<file path="src/include/mrr_pkg.sv">
// shared constants for the mode register read path
package mrr_pkg;
	// latencies in clock cycles
	localparam int RL = 3;
	localparam int WL = 1;
	localparam int TMRR = 2;
	localparam int MRR_BL = 4;
	// timing in picoseconds, converted to cycles
	localparam int TCK_PS = 4000;
	localparam int TDQSCK_MAX_PS = 5500;
	localparam int TWTR_PS = 7500;
	localparam int DQSCK_CK = (TDQSCK_MAX_PS + TCK_PS - 1) / TCK_PS;
	localparam int WTR_CK = (TWTR_PS + TCK_PS - 1) / TCK_PS;
	localparam int MRR_TO_WR = RL + DQSCK_CK + MRR_BL / 2 + 1 - WL;
	localparam int MRR_TO_MRW = RL + DQSCK_CK + MRR_BL / 2 + 1;
	// sensor update interval and host polling
	localparam int CLK_KHZ = 250000;
	localparam int TSI_MS = 16;
	localparam int TSI_CK = TSI_MS * CLK_KHZ;
	localparam int TSI_FIRST = 3;
	// 10 C/s slope, 1 ms response, 2 C headroom allow up to 183 ms
	localparam int POLL_MS = 150;
	localparam int POLL_CK = POLL_MS * CLK_KHZ;
	// register addresses
	localparam logic [7:0] TEMPERATURE_STATUS_ADDR = 8'h04;
	localparam logic [7:0] CAL_PATTERN_A_ADDR = 8'h20;
	localparam logic [7:0] CAL_PATTERN_B_ADDR = 8'h28;
	// beat 0 in the top bit
	localparam logic [3:0] CAL_PATTERN_A = 4'hA;
	localparam logic [3:0] CAL_PATTERN_B = 4'h3;
	localparam logic [2:0] TEMP_HOT = 3'h3;
	localparam logic [2:0] TEMP_RESET = 3'h0;
	// command encodings on ca[3:0] at the rising edge
	localparam logic [3:0] CA_MRR = 4'h8;
	localparam logic [2:0] CA_NOP = 3'h7;
	localparam int DQ_W = 32;
	localparam int LANES = DQ_W / 8;
	// calibration kind of an address
	typedef enum logic [1:0]
	{
		MRR_CAL_NONE = 2'b00,
		MRR_CAL_A = 2'b01,
		MRR_CAL_B = 2'b10
	} mrr_cal_t;
	function automatic mrr_cal_t cal_kind(input logic [7:0] addr);
		if (addr == CAL_PATTERN_A_ADDR)
			return MRR_CAL_A;
		else if (addr == CAL_PATTERN_B_ADDR)
			return MRR_CAL_B;
		else
			return MRR_CAL_NONE;
	endfunction
endpackage

</file>
<file path="src/include/mrr_if.sv">
// command/address and read data link between controller and device
`timescale 1ns/100ps
interface mrr_if;
	logic cs_n;
	logic [9:0] ca_r;
	logic [9:0] ca_f;
	logic [mrr_pkg::DQ_W-1:0] dq_r;
	logic [mrr_pkg::DQ_W-1:0] dq_f;
	logic dq_oe;
	logic [mrr_pkg::LANES-1:0] dqs_r;
	logic [mrr_pkg::LANES-1:0] dqs_f;
	logic dqs_oe;
	modport dev (input cs_n, ca_r, ca_f, output dq_r, dq_f, dq_oe, dqs_r, dqs_f, dqs_oe);
	modport ctl (output cs_n, ca_r, ca_f, input dq_r, dq_f, dq_oe, dqs_r, dqs_f, dqs_oe);
endinterface

</file>
<file path="src/mrr_ctrl.sv">
// controller end: issues register reads, spaces them, polls temperature
`timescale 1ns/100ps
module mrr_ctrl #(
	parameter int POLL_CYCLES = mrr_pkg::POLL_CK
)(
	// clock and reset
	input wire logic core_clk,
	input wire logic rstn,
	// link to the device
	mrr_if.ctl link,
	// user read request
	input wire logic req_valid,
	input wire logic [7:0] req_addr,
	output logic req_ready,
	// user read answer
	output logic rsp_valid,
	output logic [7:0] rsp_data,
	output logic rsp_err,
	// neighbouring scheduler
	input wire logic rd_issue,
	input wire logic wr_issue,
	input wire logic [4:0] bl_eff,
	input wire logic banks_idle,
	output logic wr_allowed,
	output logic mrw_allowed,
	// temperature
	output logic [2:0] temp_status,
	output logic temp_hot
);
	typedef enum logic [2:0]
	{
		H_IDLE = 3'b000,
		H_CMD = 3'b001,
		H_NOP = 3'b010,
		H_WAIT = 3'b011,
		H_CAP1 = 3'b100
	} mrr_hstate_t;

	mrr_hstate_t state_ff;
	mrr_hstate_t nxt_state;
	logic [3:0] cnt_ff;
	logic [7:0] addr_ff;
	logic poll_own_ff;
	logic poll_pend_ff;
	logic [31:0] poll_cnt_ff;
	logic [7:0] gap_ff;
	logic [7:0] wr_blk_ff;
	logic [7:0] mrw_blk_ff;
	logic [7:0] byte0_ff;
	logic [1:0] cal01_ff;
	logic rsp_valid_ff;
	logic rsp_err_ff;
	logic [7:0] rsp_data_ff;
	logic [2:0] temp_ff;
	logic cs_n_ff;
	logic [9:0] ca_r_ff;
	logic [9:0] ca_f_ff;
	logic refuse;
	logic start;
	logic slot_free;
	logic [7:0] rd_gap;
	logic [7:0] wr_gap;
	logic [7:0] result;

	// cal patterns only with all banks idle
	assign refuse = (mrr_pkg::cal_kind(req_addr) != mrr_pkg::MRR_CAL_NONE) && !banks_idle;
	// a READ or WRITE on the pins now has not loaded the gap yet
	assign slot_free = (state_ff == H_IDLE) && (gap_ff == 8'h0) && !wr_issue && !rd_issue;
	assign req_ready = slot_free && !poll_pend_ff;
	assign start = slot_free && (poll_pend_ff || (req_valid && !refuse));
	assign rd_gap = 8'(bl_eff / 5'h2) - 8'h1;
	assign wr_gap = 8'(mrr_pkg::WL + 1 + mrr_pkg::WTR_CK - 1) + 8'(bl_eff / 5'h2);

	// one read in flight, never cut short
	always_comb
	begin
		nxt_state = state_ff;
		case (state_ff)
			H_IDLE:
			begin
				if (start)
					nxt_state = H_CMD;
			end
			H_CMD:
			begin
				nxt_state = H_NOP;
			end
			H_NOP:
			begin
				if (cnt_ff <= 4'(mrr_pkg::RL - mrr_pkg::TMRR + 2))
					nxt_state = H_WAIT;
			end
			H_WAIT:
			begin
				if (cnt_ff == 4'h0)
					nxt_state = H_CAP1;
			end
			H_CAP1:
			begin
				nxt_state = H_IDLE;
			end
			default:
			begin
				nxt_state = H_IDLE;
			end
		endcase
	end

	always_ff @(posedge core_clk or negedge rstn)
	begin
		if (!rstn)
			state_ff <= H_IDLE;
		else
			state_ff <= nxt_state;
	end

	// MRR for one cycle, then NOP
	always_ff @(posedge core_clk or negedge rstn)
	begin
		if (!rstn)
		begin
			cs_n_ff <= 1'b1;
			ca_r_ff <= 10'h000;
			ca_f_ff <= 10'h000;
		end
		else if (nxt_state == H_CMD)
		begin
			cs_n_ff <= 1'b0;
			ca_r_ff <= {(poll_pend_ff ? mrr_pkg::TEMPERATURE_STATUS_ADDR[7:2] : req_addr[7:2]), mrr_pkg::CA_MRR};
			ca_f_ff <= {8'h00, (poll_pend_ff ? mrr_pkg::TEMPERATURE_STATUS_ADDR[1:0] : req_addr[1:0])};
		end
		else if (nxt_state == H_NOP)
		begin
			cs_n_ff <= 1'b0;
			ca_r_ff <= {7'h00, mrr_pkg::CA_NOP};
			ca_f_ff <= 10'h000;
		end
		else
		begin
			cs_n_ff <= 1'b1;
			ca_r_ff <= 10'h000;
			ca_f_ff <= 10'h000;
		end
	end

	// latency count and request capture
	always_ff @(posedge core_clk or negedge rstn)
	begin
		if (!rstn)
		begin
			cnt_ff <= 4'h0;
			addr_ff <= 8'h00;
			poll_own_ff <= 1'b0;
		end
		else if (start)
		begin
			addr_ff <= poll_pend_ff ? mrr_pkg::TEMPERATURE_STATUS_ADDR : req_addr;
			poll_own_ff <= poll_pend_ff;
		end
		else if (state_ff == H_CMD)
			cnt_ff <= 4'(mrr_pkg::RL);
		else if (cnt_ff != 4'h0)
			cnt_ff <= cnt_ff - 4'h1;
	end

	// poll timer; a new expiry wins over the clear
	always_ff @(posedge core_clk or negedge rstn)
	begin
		if (!rstn)
		begin
			poll_cnt_ff <= 32'(POLL_CYCLES - 1);
			poll_pend_ff <= 1'b0;
		end
		else
		begin
			poll_cnt_ff <= (poll_cnt_ff == 32'h0) ? 32'(POLL_CYCLES - 1) : poll_cnt_ff - 32'h1;
			if (poll_cnt_ff == 32'h0)
				poll_pend_ff <= 1'b1;
			else if (start && poll_pend_ff)
				poll_pend_ff <= 1'b0;
		end
	end

	// gap to the next MRR; may be one cycle conservative
	always_ff @(posedge core_clk or negedge rstn)
	begin
		if (!rstn)
			gap_ff <= 8'h0;
		else if (wr_issue && wr_gap > gap_ff)
			gap_ff <= wr_gap;
		else if (rd_issue && rd_gap > gap_ff)
			gap_ff <= rd_gap;
		else if (gap_ff != 8'h0)
			gap_ff <= gap_ff - 8'h1;
	end

	// MRR to WRITE or MRW spacing
	always_ff @(posedge core_clk or negedge rstn)
	begin
		if (!rstn)
		begin
			wr_blk_ff <= 8'h0;
			mrw_blk_ff <= 8'h0;
		end
		else if (state_ff == H_CMD)
		begin
			wr_blk_ff <= 8'(mrr_pkg::MRR_TO_WR - 1);
			mrw_blk_ff <= 8'(mrr_pkg::MRR_TO_MRW - 1);
		end
		else
		begin
			wr_blk_ff <= (wr_blk_ff != 8'h0) ? wr_blk_ff - 8'h1 : 8'h0;
			mrw_blk_ff <= (mrw_blk_ff != 8'h0) ? mrw_blk_ff - 8'h1 : 8'h0;
		end
	end

	// cal reads fold their four bit-0 samples into one byte, first beat high
	assign result = (mrr_pkg::cal_kind(addr_ff) != mrr_pkg::MRR_CAL_NONE) ?
		{4'h0, cal01_ff, link.dq_r[0], link.dq_f[0]} : byte0_ff;

	always_ff @(posedge core_clk or negedge rstn)
	begin
		if (!rstn)
		begin
			byte0_ff <= 8'h00;
			cal01_ff <= 2'h0;
			rsp_valid_ff <= 1'b0;
			rsp_err_ff <= 1'b0;
			rsp_data_ff <= 8'h00;
			temp_ff <= mrr_pkg::TEMP_RESET;
		end
		else
		begin
			rsp_valid_ff <= (state_ff == H_CAP1) && !poll_own_ff;
			rsp_err_ff <= req_valid && req_ready && refuse;
			if (state_ff == H_WAIT && cnt_ff == 4'h0)
			begin
				byte0_ff <= link.dq_r[7:0];
				cal01_ff <= {link.dq_r[0], link.dq_f[0]};
			end
			if (state_ff == H_CAP1 && !poll_own_ff)
				rsp_data_ff <= result;
			if (state_ff == H_CAP1 && poll_own_ff)
				temp_ff <= result[2:0];
		end
	end

	assign link.cs_n = cs_n_ff;
	assign link.ca_r = ca_r_ff;
	assign link.ca_f = ca_f_ff;
	assign rsp_valid = rsp_valid_ff;
	assign rsp_err = rsp_err_ff;
	assign rsp_data = rsp_data_ff;
	assign wr_allowed = (wr_blk_ff == 8'h0) && (state_ff != H_CMD);
	assign mrw_allowed = (mrw_blk_ff == 8'h0) && (state_ff != H_CMD);
	assign temp_status = temp_ff;
	assign temp_hot = (temp_ff == mrr_pkg::TEMP_HOT);
endmodule

</file>
<file path="src/flat_wrapper.sv">
// flat-port wrapper written by rule: the top's interface ports become plain ports
module mrr_ctrl_flat 
#(
	parameter int POLL_CYCLES = mrr_pkg::POLL_CK
)
  (core_clk, rstn, req_valid, req_addr, req_ready, rsp_valid, rsp_data, rsp_err, rd_issue, wr_issue, bl_eff, banks_idle, wr_allowed, mrw_allowed, temp_status, temp_hot, link_cs_n, link_ca_r, link_ca_f, link_dq_r, link_dq_f, link_dq_oe, link_dqs_r, link_dqs_f, link_dqs_oe);
  mrr_if link_i ();
  input wire logic core_clk;
  input wire logic rstn;
  input wire logic req_valid;
  input wire logic [7:0] req_addr;
  output logic req_ready;
  output logic rsp_valid;
  output logic [7:0] rsp_data;
  output logic rsp_err;
  input wire logic rd_issue;
  input wire logic wr_issue;
  input wire logic [4:0] bl_eff;
  input wire logic banks_idle;
  output logic wr_allowed;
  output logic mrw_allowed;
  output logic [2:0] temp_status;
  output logic temp_hot;
  output wire logic [$bits(link_i.cs_n)-1:0] link_cs_n;
  output wire logic [$bits(link_i.ca_r)-1:0] link_ca_r;
  output wire logic [$bits(link_i.ca_f)-1:0] link_ca_f;
  input wire logic [$bits(link_i.dq_r)-1:0] link_dq_r;
  input wire logic [$bits(link_i.dq_f)-1:0] link_dq_f;
  input wire logic [$bits(link_i.dq_oe)-1:0] link_dq_oe;
  input wire logic [$bits(link_i.dqs_r)-1:0] link_dqs_r;
  input wire logic [$bits(link_i.dqs_f)-1:0] link_dqs_f;
  input wire logic [$bits(link_i.dqs_oe)-1:0] link_dqs_oe;
  assign link_cs_n = link_i.cs_n;
  assign link_ca_r = link_i.ca_r;
  assign link_ca_f = link_i.ca_f;
  assign link_i.dq_r = link_dq_r;
  assign link_i.dq_f = link_dq_f;
  assign link_i.dq_oe = link_dq_oe;
  assign link_i.dqs_r = link_dqs_r;
  assign link_i.dqs_f = link_dqs_f;
  assign link_i.dqs_oe = link_dqs_oe;
  mrr_ctrl #(.POLL_CYCLES(POLL_CYCLES)) u_core (.core_clk(core_clk), .rstn(rstn), .link(link_i), .req_valid(req_valid), .req_addr(req_addr), .req_ready(req_ready), .rsp_valid(rsp_valid), .rsp_data(rsp_data), .rsp_err(rsp_err), .rd_issue(rd_issue), .wr_issue(wr_issue), .bl_eff(bl_eff), .banks_idle(banks_idle), .wr_allowed(wr_allowed), .mrw_allowed(mrw_allowed), .temp_status(temp_status), .temp_hot(temp_hot));
endmodule
</file>
<file path="config.mk">
export PLATFORM = sky130hd
export DESIGN_NAME = mrr_ctrl_flat
export DESIGN_NICKNAME = d
export VERILOG_FILES = /design/src/include/mrr_pkg.sv /design/src/include/mrr_if.sv /design/src/mrr_ctrl.sv /design/src/flat_wrapper.sv
export SDC_FILE = /design/constraint.sdc
export NUM_CORES = 1
export LEC_CHECK = 0
export ABC_AREA = 1
export BUFFER_PORTS_ARGS = -buffer_cell sky130_fd_sc_hd__buf_2
export CORE_ASPECT_RATIO = 0.75
export CORE_MARGIN = 3
export CORE_UTILIZATION = 55
export CTS_BUF_LIST = sky130_fd_sc_hd__clkbuf_8
export CTS_CLUSTER_DIAMETER = 40
export DETAILED_ROUTE_END_ITERATION = 7
export GPL_ROUTABILITY_DRIVEN = 0
export PLACE_DENSITY = 0.85
export SETUP_SLACK_MARGIN = 0.1
export SYNTH_ARGS = -nofsm -noshare
export SYNTH_HDL_FRONTEND = slang
export SYNTH_SLANG_ARGS = --single-unit
</file>
<file path="constraint.sdc">
create_clock -name core_clk -period 3.9 [get_ports core_clk]
set_input_delay 0.39 -clock core_clk [delete_from_list [all_inputs] [get_ports core_clk]]
set_output_delay 0.39 -clock core_clk [all_outputs]
set_load 0.005 [all_outputs]
</file>
==> impl_results.md <==
* Post-synth EDFFs at 0
* Fraction of layout instances using a drive strength above 1 at 17.43%
* Worst-path maximum fanout at 8
* Cell internal pwr at approximately 2.1 mW
* Commonest non-fill, non-tap cell in the layout: nand2_1
* # rows at 31
* Top-area cell type share of the netlist area at 39.81%
* Final wirelength at roughly 12000 um
* CP Data Required Time at 4160 ps
* Initial core utilization at 57.43%
* Die width at 123.1 um
* First-pass GRT wire length at 20600 um
* CP peak stage delay at 320 ps
* Initial antenna violation count at 0
* Die ar. at 0.01155 sq mm
* Post-Syn Area at 0.005658 sq mm
* CTS resizes at 0
* Cell chain of the critical path: buf_2 -> inv_1 -> ha_1 -> inv_1 -> nor2_1 -> nand2_1 -> inv_1 -> ha_1 -> nand2_1 -> nor2_1 -> a21boi_1 -> nand2_2 -> nand2_1 -> nand2_1 -> o21ai_0 -> nand2_1
* CP endpoint kind: register
* Via/cell ratio at 5.299
* Hold slack at ~150 ps
* H-tree levels at 3
* CTS clock-pin slew for the worst setup and hold paths at 100 ps
* RSZ-0062 raised after global routing: false
* Min Tclk post-route at 2316 ps
* Post-synthesis sequential area ratio at ~47%
* Gr usage total at 22.63%
* FF+latch count, synth at 105
* CTS sink count at between 100 and 150
* Worst vdd rail ir drop at 281.3 uV
* Total number of vias at around 4700
* Post-DP HPWL at approximately 9400 um
* Post-CTS Setup Inserts at 0
* Net Switching at 1.251 mW
* Status: complete, no violations
* Number of placed I/O pins at 131
* CTS Buf Count at 9
* Hold Path Class: input pin to async pin
* Largest net degree at the start of global routing at 77
* Worst-Margin Slew at around 900 ps
* Detail Route Antenna Nets at 0
* Final Hold Viols at 0
* Sequential share of power at 44.0%
* Synth Warn # at 0
* DRC Markers at 0
* Slew margin rel. at roughly two fifths
* Sw frac at 36.80%
* Worst Setup Start Kind: input pin
* Mean Syn Cell Area at 8.106 sq um
* Synth Instances at 698
* Synth Flop Type: dfrtp_1
* Kind of critical path: input pin to register
* Crit path DAT at 2580 ps
* Setup Viol. Count Final at 0
* Fmax at 0.4318 GHz
* Grt total ovfl at 0
* Most used cell, CP: nand2_1
* Leak at 3.214 nW
* Number of hold buffers added after cts at 0
* Synth area leader: dfrtp_1
* Max-cap violations at 0
* Clock power share at 22.2%
* Netlist cell types at 38
* Combinational group share of total power at 33.8%
* Maximum clock insertion buffer count at 2
* CTS tree: done
* Drt pass-1 iters at 5
* Most area-consuming cells after synthesis: dfrtp_1, nand2_1, nor2_1
* DRT iter0 DRCs at about 380
* Avg WL per Cell at between 10 and 15 um
* Height of the chip at 93.84 um
* Clk_skew at 9.259 ps
* Fin. max-slew vios at 0
* Core Area at 0.009852 sq mm
* PortBufs at 56
* Fin nets at 872
* N_diodes at 0
* Post-route setup TNS at 0 ps
* Clock Latency Late Sink at 380 ps
* PD cells at 543.6 mW/mm^2
* Vias in the first global route at 4408
* Final worst-path cycle share at 59.38%
* Slowest cell on crit path: a21boi_1
* Async S/R FF share, synth at between 90% and 100%
* CTS Root Cell: clkbuf_8
* Most frequent cells in the layout: nand2_1, nor2_1, dfrtp_1
* Area Growth Syn to Fin at 10.53%
-- stage by stage --
stage	total power [mW]	worst slack, ps	instance area [sq um]	cells	util [%]
6_report	3.399	1584	6254	895	63.47
5_1_grt	3.656	1308	6254	895	63.47
4_1_cts	3.411	1640	6254	895	63.47
3_5_place_dp	2.652	1238	6026	879	61.16
3_3_place_gp	2.558	1348	6026	879	61.16
2_1_floorplan	2.347	1717	5684	705	-
-- state kept, by name, indices dropped and copies added (netlist names), 2 cells and up --
name,flops
u_core.state_ff,3
u_core.rsp_data,8
u_core.mrw_blk_ff,8
u_core.byte0_ff,8
u_core.gap_ff,8
u_core.link.ca_r,8
u_core.cnt_ff,4
u_core.temp_status,3
u_core.addr_ff,7
u_core.wr_blk_ff,8
u_core.link.ca_f,2
u_core.poll_cnt_ff,32
-- synth_stat cells (2+ instances only) --
library cell,n
clkinv_1,2
o21ai_0,22
nor2_2,11
nand4_1,10
nor4_1,5
nand3_1,41
xnor2_1,13
nand2_2,7
inv_2,6
nor3_1,14
nor3_2,2
inv_1,68
nand3_2,5
xor2_1,26
nor2_1,114
o21ai_2,6
a21oi_1,13
o21ai_1,2
nor2_4,2
nand3b_1,2
or2_2,4
buf_6,2
nand2_1,173
ha_1,21
dfrtp_1,90
dfstp_2,15
buf_4,11
-- path summary, 6_finish.rpt --
path / slack [ps] / from / depth (start not counted) / endpoint
hold reg to reg: 430 / u_core.wr_blk_ff[0] / 1 / u_core.wr_blk_ff[0]
setup / recovery: 1580 / bl_eff[1] / 16 / u_core.gap_ff[1]
max in group asynchronous: 2790 / rstn / 2 / u_core.poll_cnt_ff[1]
hold / removal: 150 / rstn / 1 / u_core.wr_blk_ff[2]
min in group core_clk: 210 / link_dq_r[5] / 3 / u_core.byte0_ff[5]
setup reg to reg: 1810 / u_core.gap_ff[3] / 10 / u_core.gap_ff[1]
-- power groups by stage --
stage               combinational (mW)  sequential (mW)  clock, mW
floorplan                        0.868             1.48          0
global placement                  1.06             1.50          0
detailed placement                1.14             1.51          0
CTS                               1.15             1.49      0.768
global route                      1.32             1.52      0.814
finish                            1.15             1.50      0.753
-- cell type report --
type                       count  area, sq um
fill                         837         3598
sequential                   105         2646
multi-input combinational    509         2639
timing repair buffer          57        290.3
inverter                      76        285.3
tap                          132        165.2
clock buffer                  10        137.6
clock inverter                 6        90.09
-- layer usage --
layer / global-route usage (%) / share of wire, %
met2: 36.11 / 46
met4: 6.359 / 1.2
met5: 0 / 0
met3: 5.539 / 7.1
met1: 30.91 / 45
-- critical path, delay by kind of cell --
family | cells | cell delay, ps
simple gates | 8 | 920
fa+ha+maj | 2 | 450
buf+inv | 4 | 410
compound gates | 2 | 410
-- logic make-up (layout without fill, tap and decap cells) --
logic type	count (synthesis)	count (layout)	synth area share [%]
buffers and inverters	91	149	7.054
AO/OA/AOI/OAI	45	45	4.467
adder cells (fa/ha/maj)	21	21	4.644
XOR/XNOR	39	39	6.037
other	1	8	0.06628
flip-flops	105	105	46.77
AND/OR/NAND/NOR	396	396	30.96
No activity file was read; power rests on OpenSTA's default activity.
